===== config.mk =====
export PLATFORM = sky130hd
export DESIGN_NAME = caution_warning_monitor
export DESIGN_NICKNAME = d
export VERILOG_FILES = /design/src/include/cw_monitor_pkg.sv /design/src/hdl/caution_warning_monitor.sv
export VERILOG_INCLUDE_DIRS = /design/src /design/src/include
export SDC_FILE = /design/constraint.sdc
export NUM_CORES = 1
export LEC_CHECK = 0
export ABC_AREA = 1
export BUFFER_PORTS_ARGS = -buffer_cell sky130_fd_sc_hd__buf_2
export CAP_MARGIN = 20
export CELL_PAD_IN_SITES_DETAIL_PLACEMENT = 0
export CELL_PAD_IN_SITES_GLOBAL_PLACEMENT = 1
export CORE_ASPECT_RATIO = 1.25
export CORE_MARGIN = 4
export CORE_UTILIZATION = 43
export CTS_CLUSTER_SIZE = 25
export DETAILED_ROUTE_END_ITERATION = 7
export PLACE_DENSITY_LB_ADDON = 0.3
export SLEW_MARGIN = 5
export SYNTH_ARGS = -nofsm -noshare
export SYNTH_HDL_FRONTEND = slang
export SYNTH_SLANG_ARGS = --single-unit

===== constraint.sdc =====
create_clock -name clk_i -period 2 [get_ports clk_i]
set_clock_uncertainty 0.1 [all_clocks]
set_input_delay 0.2 -clock clk_i [delete_from_list [all_inputs] [get_ports clk_i]]
set_output_delay 0.2 -clock clk_i [all_outputs]
set_load 0.03 [all_outputs]

===== src/include/cw_monitor_regs.svh =====
// Constants for the caution and warning monitor
`ifndef CW_MONITOR_REGS_SVH
`define CW_MONITOR_REGS_SVH
`define CLK_PERIOD_NS       100
`define PULSE_WINDOW_NS     312500
`define PULSE_WIN_CYC       ((`PULSE_WINDOW_NS * 10 + `CLK_PERIOD_NS - 1) / `CLK_PERIOD_NS)
`define LONG_MIN_MS         1280
`define LONG_MAX_MS         3840
`define LONG_CYC            (`LONG_MIN_MS * 100000)
`define SERVO_TIME_MS       2000
`define SERVO_CYC           (`SERVO_TIME_MS * 100000)
`define ALIGN_HOLD_MS       5000
`define ALIGN_HOLD_CYC      (`ALIGN_HOLD_MS * 100000)
`define FILTER_CYC          16
`define PARITY_MIN_ADDR     12'h008
`define TEMP_LOW            12'h4EF
`define TEMP_HIGH           12'h53F
`define ANGLE_LOCK          12'h2BC
`define ANGLE_NO_ATTITUDE_LAMP        12'h352
`define REG_CTRL            32'h0000_0000
`define REG_STATUS          32'h0000_0004
`define REG_CTRL_DEFAULT    32'h0000_0000
`endif


===== src/include/cw_monitor_pkg.sv =====
// Types shared by the caution and warning monitor
package cw_monitor_pkg;
   typedef enum logic [2:0] {
      align_idle_t = 3'h1,
      align_on_t   = 3'h2,
      align_hold_t = 3'h4
   } align_state_t;
endpackage


===== src/hdl/caution_warning_monitor.sv =====
// Caution and warning monitor: fault detectors, filters and indicator drive
// Notes on behaviour
// RULE1 - No accelerometer pulse in window flags failure
// RULE2 - Simultaneous plus and minus pulses flag failure
// RULE3 - Long interval lacking both polarities flags failure
// RULE4 - Odd parity checked above octal ten
// RULE5 - Lamp test lights restart and standby
// RULE6 - Alarm reset clears restart, operator error
// RULE7 - Supply comparator excursions raise voltage failure
// RULE8 - Servo error held two seconds fails
// RULE9 - Wheel supply drop fails inertial unit
// RULE10 - Coarse align plus five seconds suppresses
// RULE11 - Five converter flags raise converter failure
// RULE12 - Zero mode suppresses inertial converter failure
// RULE13 - Temperature outside band raises indication
// RULE14 - Middle gimbal above seventy raises lock
// RULE15 - Above eighty-five: coarse align, no attitude
// RULE16 - Radar converter same flags, zero suppressed
// RULE17 - Incoherent or bad rendezvous data fails
// RULE18 - Enabled landing radar without data fails
// RULE19 - Prime supply below 23 volts fails
// RULE20 - Prime power immediate, others filtered; code filters only voltage, parity and accelerometer faults
// RULE21 - Indicators are OR of assigned flags
`timescale 1ns/100ps
`include "cw_monitor_regs.svh"
module caution_warning_monitor #(
   parameter int N_ACCEL    = 3,
   parameter int PULSE_CYC  = `PULSE_WIN_CYC,
   parameter int LONG_CYC   = `LONG_CYC,
   parameter int SERVO_CYC  = `SERVO_CYC,
   parameter int ALIGN_CYC  = `ALIGN_HOLD_CYC,
   parameter int FILT_CYC   = `FILTER_CYC
) (
   input  wire logic               clk_i,
   input  wire logic               rst_i,
   input  wire logic [31:0]        wb_adr_i,
   input  wire logic [31:0]        wb_dat_i,
   input  wire logic [3:0]         wb_sel_i,
   input  wire logic               wb_we_i,
   input  wire logic               wb_cyc_i,
   input  wire logic               wb_stb_i,
   output logic      [31:0]        wb_dat_o,
   output logic                    wb_ack_o,
   input  wire logic [N_ACCEL-1:0] accel_pos_i,
   input  wire logic [N_ACCEL-1:0] accel_neg_i,
   input  wire logic               mem_read_i,
   input  wire logic [11:0]        mem_addr_i,
   input  wire logic [15:0]        mem_word_i,
   input  wire logic               lamp_test_i,
   input  wire logic               alarm_reset_i,
   input  wire logic               restart_i,
   input  wire logic               operator_error_i,
   input  wire logic               standby_i,
   input  wire logic               v4_high_i,
   input  wire logic               v4_low_i,
   input  wire logic               v28_low_i,
   input  wire logic               prime_low_i,
   input  wire logic [2:0]         servo_err_i,
   input  wire logic [1:0]         wheel_low_i,
   input  wire logic               coarse_align_req_i,
   input  wire logic [4:0]         inertial_conv_flags_i,
   input  wire logic               inertial_conv_zero_i,
   input  wire logic [4:0]         radar_conv_flags_i,
   input  wire logic               radar_conv_zero_i,
   input  wire logic [11:0]        temp_i,
   input  wire logic [11:0]        middle_gimbal_angle_i,
   input  wire logic               rr_incoherent_i,
   input  wire logic               rr_no_good_i,
   input  wire logic               lr_enabled_i,
   input  wire logic               lr_data_valid_i,
   output logic                    warning_o,
   output logic                    inertial_subsystem_warning_o,
   output logic                    restart_lamp_o,
   output logic                    standby_lamp_o,
   output logic                    operator_error_lamp_o,
   output logic                    temp_caution_o,
   output logic                    gimbal_lock_o,
   output logic                    no_attitude_lamp_o,
   output logic                    coarse_align_o,
   output logic                    radar_warning_o
);
   // Elaboration check on shapes the counters cannot serve
   if (N_ACCEL < 1 || PULSE_CYC < 1 || LONG_CYC < 1 || SERVO_CYC < 1 || ALIGN_CYC < 1 || FILT_CYC < 1) begin : g_chk
      $error("caution_warning_monitor: bad parameter");
   end

   typedef struct packed {
      logic [N_ACCEL-1:0][31:0] pulse_cnt;
      logic [N_ACCEL-1:0][31:0] long_cnt;
      logic [N_ACCEL-1:0]       seen_pos;
      logic [N_ACCEL-1:0]       seen_neg;
      logic [2:0][31:0]         servo_cnt;
      logic [31:0]              align_cnt;
      cw_monitor_pkg::align_state_t align_st;
      logic [31:0]              filt_cnt;
      logic                     accel_fail;
      logic                     parity_fail;
      logic                     restart_latch;
      logic                     opr_latch;
      logic [31:0]              ctrl;
      logic [31:0]              dat;
      logic                     ack;
      logic                     warn;
      logic                     iss_warn;
      logic                     restart_lamp;
      logic                     standby_lamp_lamp;
      logic                     opr_lamp;
      logic                     temp_c;
      logic                     glock;
      logic                     noatt;
      logic                     calign;
      logic                     rdr_warn;
      logic [15:0]              status;
   } state_t;

   state_t st;
   state_t next_st;

   logic [N_ACCEL-1:0] pulse_to;
   logic [N_ACCEL-1:0] both_pol;
   logic [N_ACCEL-1:0] long_to;
   logic [2:0]         servo_to;

   // Per-accelerometer timeout and coincidence detectors, per-gimbal timeout detectors
   genvar gi;
   for (gi = 0; gi < N_ACCEL; gi++) begin : g_accel
      assign pulse_to[gi] = (st.pulse_cnt[gi] >= 32'(PULSE_CYC - 1)) && !(accel_pos_i[gi] | accel_neg_i[gi]); // RULE1
      assign both_pol[gi] = accel_pos_i[gi] & accel_neg_i[gi]; // RULE2
      assign long_to[gi]  = (st.long_cnt[gi] >= 32'(LONG_CYC - 1)); // RULE3
   end
   for (gi = 0; gi < 3; gi++) begin : g_servo
      assign servo_to[gi] = servo_err_i[gi] && (st.servo_cnt[gi] >= 32'(SERVO_CYC - 1)); // RULE8
   end

   logic v_fail;
   logic imu_fail;
   logic iconv_fail;
   logic rconv_fail;
   logic rr_fail;
   logic lr_fail;
   logic align_supp;
   logic filtered_raw;
   logic wb_hit;

   // Combined failure terms
   always_comb begin
      v_fail       = v4_high_i | v4_low_i | v28_low_i; // RULE7
      align_supp   = (st.align_st != cw_monitor_pkg::align_idle_t) || coarse_align_req_i || st.calign; // RULE10
      imu_fail     = ((|servo_to) | (|wheel_low_i)) & ~align_supp; // RULE8 RULE9 RULE10
      iconv_fail   = (|inertial_conv_flags_i) & ~inertial_conv_zero_i; // RULE11 RULE12
      rconv_fail   = (|radar_conv_flags_i) & ~radar_conv_zero_i; // RULE16
      rr_fail      = rr_incoherent_i | rr_no_good_i; // RULE17
      lr_fail      = lr_enabled_i & ~lr_data_valid_i; // RULE18
      filtered_raw = v_fail | st.parity_fail | st.accel_fail; // RULE20
      wb_hit       = wb_cyc_i & wb_stb_i & ~st.ack;
   end

   // Next-state computation for every register of the block
   always_comb begin
      next_st = st;
      for (int i = 0; i < N_ACCEL; i++) begin
         // Short window restarts on any pulse
         if (accel_pos_i[i] | accel_neg_i[i]) begin
            next_st.pulse_cnt[i] = 32'h0000_0000;
         end else if (!pulse_to[i]) begin
            next_st.pulse_cnt[i] = st.pulse_cnt[i] + 32'h0000_0001;
         end
         // Long window restarts once both polarities have arrived
         if ((st.seen_pos[i] | accel_pos_i[i]) & (st.seen_neg[i] | accel_neg_i[i])) begin
            next_st.long_cnt[i] = 32'h0000_0000;
            next_st.seen_pos[i] = 1'b0;
            next_st.seen_neg[i] = 1'b0;
         end else begin
            next_st.seen_pos[i] = st.seen_pos[i] | accel_pos_i[i];
            next_st.seen_neg[i] = st.seen_neg[i] | accel_neg_i[i];
            if (!long_to[i]) begin
               next_st.long_cnt[i] = st.long_cnt[i] + 32'h0000_0001;
            end
         end
      end
      next_st.accel_fail = |(pulse_to | both_pol | long_to); // RULE1 RULE2 RULE3
      // Parity sampled per read so stale words do not linger as faults
      next_st.parity_fail = mem_read_i && (mem_addr_i > `PARITY_MIN_ADDR) && !(^mem_word_i); // RULE4
      for (int g = 0; g < 3; g++) begin
         next_st.servo_cnt[g] = servo_err_i[g] ? (servo_to[g] ? st.servo_cnt[g] : st.servo_cnt[g] + 32'h0000_0001)
                                               : 32'h0000_0000; // RULE8
      end
      // Coarse align tracker with hold-off after it ends
      case (st.align_st)
         cw_monitor_pkg::align_idle_t: begin
            if (coarse_align_req_i || st.calign) begin
               next_st.align_st = cw_monitor_pkg::align_on_t;
            end
         end
         cw_monitor_pkg::align_on_t: begin
            next_st.align_cnt = 32'h0000_0000;
            if (!(coarse_align_req_i || st.calign)) begin
               next_st.align_st = cw_monitor_pkg::align_hold_t;
            end
         end
         cw_monitor_pkg::align_hold_t: begin
            if (coarse_align_req_i || st.calign) begin
               next_st.align_st = cw_monitor_pkg::align_on_t;
            end else if (st.align_cnt >= 32'(ALIGN_CYC - 1)) begin
               next_st.align_st = cw_monitor_pkg::align_idle_t; // RULE10
            end else begin
               next_st.align_cnt = st.align_cnt + 32'h0000_0001;
            end
         end
         default: next_st.align_st = cw_monitor_pkg::align_idle_t;
      endcase
      // Filter: a fault must persist before it becomes a warning
      if (filtered_raw) begin
         if (st.filt_cnt < 32'(FILT_CYC)) begin
            next_st.filt_cnt = st.filt_cnt + 32'h0000_0001;
         end
      end else begin
         next_st.filt_cnt = 32'h0000_0000;
      end
      // Latched lamps: set wins over alarm reset
      next_st.restart_latch = restart_i | (st.restart_latch & ~alarm_reset_i); // RULE6
      next_st.opr_latch     = operator_error_i | (st.opr_latch & ~alarm_reset_i); // RULE6
      // Indicator outputs
      next_st.warn = prime_low_i | (st.filt_cnt >= 32'(FILT_CYC)) | (st.ctrl[0] & filtered_raw); // RULE19 RULE20 RULE21
      next_st.iss_warn     = imu_fail | iconv_fail; // RULE10 RULE12 RULE21
      next_st.restart_lamp = st.restart_latch | lamp_test_i; // RULE5
      next_st.standby_lamp_lamp    = standby_i | lamp_test_i; // RULE5
      next_st.opr_lamp     = st.opr_latch;
      next_st.temp_c       = (temp_i < `TEMP_LOW) || (temp_i > `TEMP_HIGH); // RULE13
      next_st.glock        = middle_gimbal_angle_i > `ANGLE_LOCK; // RULE14
      next_st.noatt        = middle_gimbal_angle_i > `ANGLE_NO_ATTITUDE_LAMP; // RULE15
      next_st.calign       = middle_gimbal_angle_i > `ANGLE_NO_ATTITUDE_LAMP; // RULE15
      next_st.rdr_warn     = rconv_fail | rr_fail | lr_fail; // RULE16 RULE17 RULE18 RULE21
      next_st.status = {5'h00, prime_low_i, lr_fail, rr_fail, rconv_fail, iconv_fail, imu_fail, v_fail,
                        st.parity_fail, st.accel_fail, st.restart_latch, st.opr_latch};
      // Wishbone slave: one-cycle answer, ack dropped the cycle after
      next_st.ack = wb_hit;
      next_st.dat = 32'h0000_0000;
      if (wb_hit) begin
         if (wb_we_i && wb_adr_i == `REG_CTRL && wb_sel_i[0]) begin
            next_st.ctrl = {31'h0000_0000, wb_dat_i[0]};
         end
         if (!wb_we_i) begin
            if (wb_adr_i == `REG_CTRL) begin
               next_st.dat = st.ctrl;
            end else if (wb_adr_i == `REG_STATUS) begin
               next_st.dat = {16'h0000, st.status};
            end
         end
      end
   end

   // Single state register, synchronous reset
   always_ff @(posedge clk_i) begin
      if (rst_i) begin
         st          <= '0;
         st.align_st <= cw_monitor_pkg::align_idle_t;
         st.ctrl     <= `REG_CTRL_DEFAULT;
      end else begin
         st <= next_st;
      end
   end

   // Outputs straight from flops
   assign wb_dat_o                     = st.dat;
   assign wb_ack_o                     = st.ack;
   assign warning_o                    = st.warn;
   assign inertial_subsystem_warning_o = st.iss_warn;
   assign restart_lamp_o               = st.restart_lamp;
   assign standby_lamp_o               = st.standby_lamp_lamp;
   assign operator_error_lamp_o        = st.opr_lamp;
   assign temp_caution_o               = st.temp_c;
   assign gimbal_lock_o                = st.glock;
   assign no_attitude_lamp_o           = st.noatt;
   assign coarse_align_o               = st.calign;
   assign radar_warning_o              = st.rdr_warn;
endmodule


==> results.ini <==
[place]
gp_congestion = 0.898
hpwl_um = 45600
port_buffers = 150

[synthesis]
synth_top_area_frac = 0.345
async_reset_ff_frac = 0
synth-edff-count = 0
synthCells = 3597
synth_top_area_cell = dfxtp_1
yosys-top-cells-count = 960 x nand2_1, 525 x nor2_1, 397 x dfxtp_1
synth_seq_area_share = 0.345
post-synth-top-count-cell = nand2_1
syn_avg_cell_area_um2 = 6.41
syn-cell-area_mm2 = 0.0231
yosys_warnings = 0
synth-seq-cells = 397
dominantRegCellSynth = dfxtp_1
ys_types = 49
synthTopCellsByArea = dfxtp_1 34%, nand2_1 16%, nor2_1 8.5%

[timing]
whs_ns = 0.0808
fmax_mhz = 512
worstMarginPinSlew_ns = 0.510
relSlewSlack = 0.659
slew_viol_final = 0
fin_crit_ns = 1.95
rsz0062_at_grt = true
finalSetupViolCount = 0
hold_viol = 0
min_period_over_period = 0.976

[critical_path]
start_kind = flop
arrival_ns = 2.35
cp_top_family = simple AND/OR/NAND/NOR gates
crit_chain = ha_1 -> nand2_1 -> nor2_2 -> nand3_1 -> nor2_1 -> xor2_1 -> nand2_1 -> a21oi_1
slowest_stage = dfxtp_1
critPathKind = flop to flop
slowest_delay_ns = 0.38
rrSetupSlack_ns = 0.05
end_kind = flop
critPathMaxFanout = 4
worst-path-buf-inv = 0
crit_top_cell = nand2_1
required_ns = 2.40

[final_layout]
n_fill_cell = 5575
drive_gt1_frac = 0.124
area_growth_pct = 19.3
nets = 4063
seq_area_mm2 = 0.00796
multiInputGateArea_mm2 = 0.0132

[routing]
highest_layer = met5
totalWireLength_um = 61700
drc = 0
via_per_inst = 4.98
wl_met3_um = 2380
drt_iter0_markers = 994
antenna_left = 0
drt-met1-wl_um = 27600
firstDrtPassIters = 5
detail_route.wl_per_cell_um = 13.5
dr_wl_met2_um = 30300
vias = 22900

[clock_tree]
root_buffer = clkbuf_16
cts_max_path_buffers = 3
clock_latency_ns = 0.57
clkTransAtPathRegs_ns = 0.06
cts_tree = yes
h-tree-depth = 2
cts_buffers = 44
clkSinkCount = 397

[power_and_ir_drop]
power-per-cell-area_mw_per_mm2 = 630
p_leak_nw = 10.6
ir_drop_v = 0.000473
power_mw = 17.3

[global_route]
grt_use_total = 0.209
grt_pass1_wl_um = 104000
grt_overflow = 0
antenna_found_initial = 2
first_global_vias = 21700
grt_max_degree = 41

[run_status]
status = completed

[min_path]
hp-class = primary input to flop

[floorplan]
row_count = 94
initial_core_util = 0.436
ios = 206
die_w_um = 215
die_y_um = 267
die-area_mm2 = 0.0574
coreArea_mm2 = 0.0529

[job]
maxCapViolCount = 0

==> final timing paths <==
kind / start / end / depth (start not counted)
max: st[360] / st[374] / 8
min: inertial_conv_flags_i[4] / st[6] / 6
max reg2reg: st[360] / st[374] / 8
min reg2reg: st[9] / wb_dat_o[9] / 2
==> tightest hold or removal path, cell delays in order <==
cell     delay [ns]
buf_2          0.07
nor3_1         0.04
a21o_1         0.14
inv_1          0.08
nand2_1        0.11
inv_1          0.07
==> report_power, final <==
part           total (mW)  leakage [nW]  switching [mW]  internal [mW]
Clock                8.30         0.707            3.34           4.96
Combinational        1.00          6.65           0.617          0.384
Sequential           8.03          3.21          0.0436           7.99
==> cells by family (layout without fill, tap and decap cells) <==
group,count (synthesis),in the layout,share of synthesized area
other,1,22,0.000163
DFF,397,397,0.345
adders and majority gates,18,18,0.00976
buffers and inverters,505,800,0.0960
AOI/OAI and AO/OA,379,379,0.0853
xor gates and xnor gates,192,192,0.0729
and+or+nand+nor,2105,2105,0.391
==> placed cells by master, fill, tap and decap left out, drive strengths merged, types with 2 or more instances in the layout <==
cell,instances
a21boi,4
a21o,3
a21oi,302
a31oi,5
and2,3
and3,9
buf,301
bufinv,6
clkbuf,57
clkinv,15
clkinvlp,4
conb,21
dfxtp,397
dlygate4sd3,60
ha,18
inv,357
nand2,979
nand3,314
nand3b,19
nand4,71
nor2,539
nor3,150
nor3b,6
nor4,13
o2111ai,2
o21ai,53
o21bai,3
o31ai,2
or2,2
xnor2,53
xor2,139
==> layout make-up <==
type / count / area share
Multi-Input combinational cell: 2715 / 0.479
Sequential cell: 397 / 0.289
Timing Repair Buffer: 363 / 0.0985
Inverter: 361 / 0.0495
Clock buffer: 55 / 0.0430
Tap cell: 672 / 0.0306
Clock inverter: 21 / 0.00964
Antenna cell: 1 / 0.0000909
==> stage by stage <==
stage                      util  setup slack (ns)  area, um2  setup TNS, ns  instances
after floorplan               -             0.137      23100              0       3617
after global placement    0.475            0.0441      25100              0       4443
after detailed placement  0.475            0.0236      25100              0       4443
after CTS                 0.514            0.0132      27200              0       4579
after global routing      0.520           -0.0676      27500         -0.584       4585
final                     0.520            0.0473      27500              0       4585
==> repair_timing <==
item | CTS | global route
buffers inserted | 0 | 3
gates resized for setup | 0 | 72
endpoints found under the hold margin | 56 | 0
endpoints found under the setup margin | 0 | 239
hold buffers | 60 | 0
==> flip-flops by register name, summed over array words and instances, names as in the netlist <==
signal	cells
standby_lamp_o	1
restart_lamp_o	1
gimbal_lock_o	1
radar_warning_o	1
inertial_subsystem_warning_o	1
st	373
coarse_align_o	1
temp_caution_o	1
next_st	4
wb_ack_o	1
warning_o	1
wb_dat_o	11
==> layer usage <==
| layer | track usage | vias to the layer above |
|---|---|---|
| met3 | 0.0332 | 94 |
| met5 | 0 | - |
| met4 | 0.0547 | 2 |
| met1 | 0.257 | 10400 |
| met2 | 0.380 | 342 |
| li1 | - | 12100 |
No activity file was read; power rests on OpenSTA's default activity.
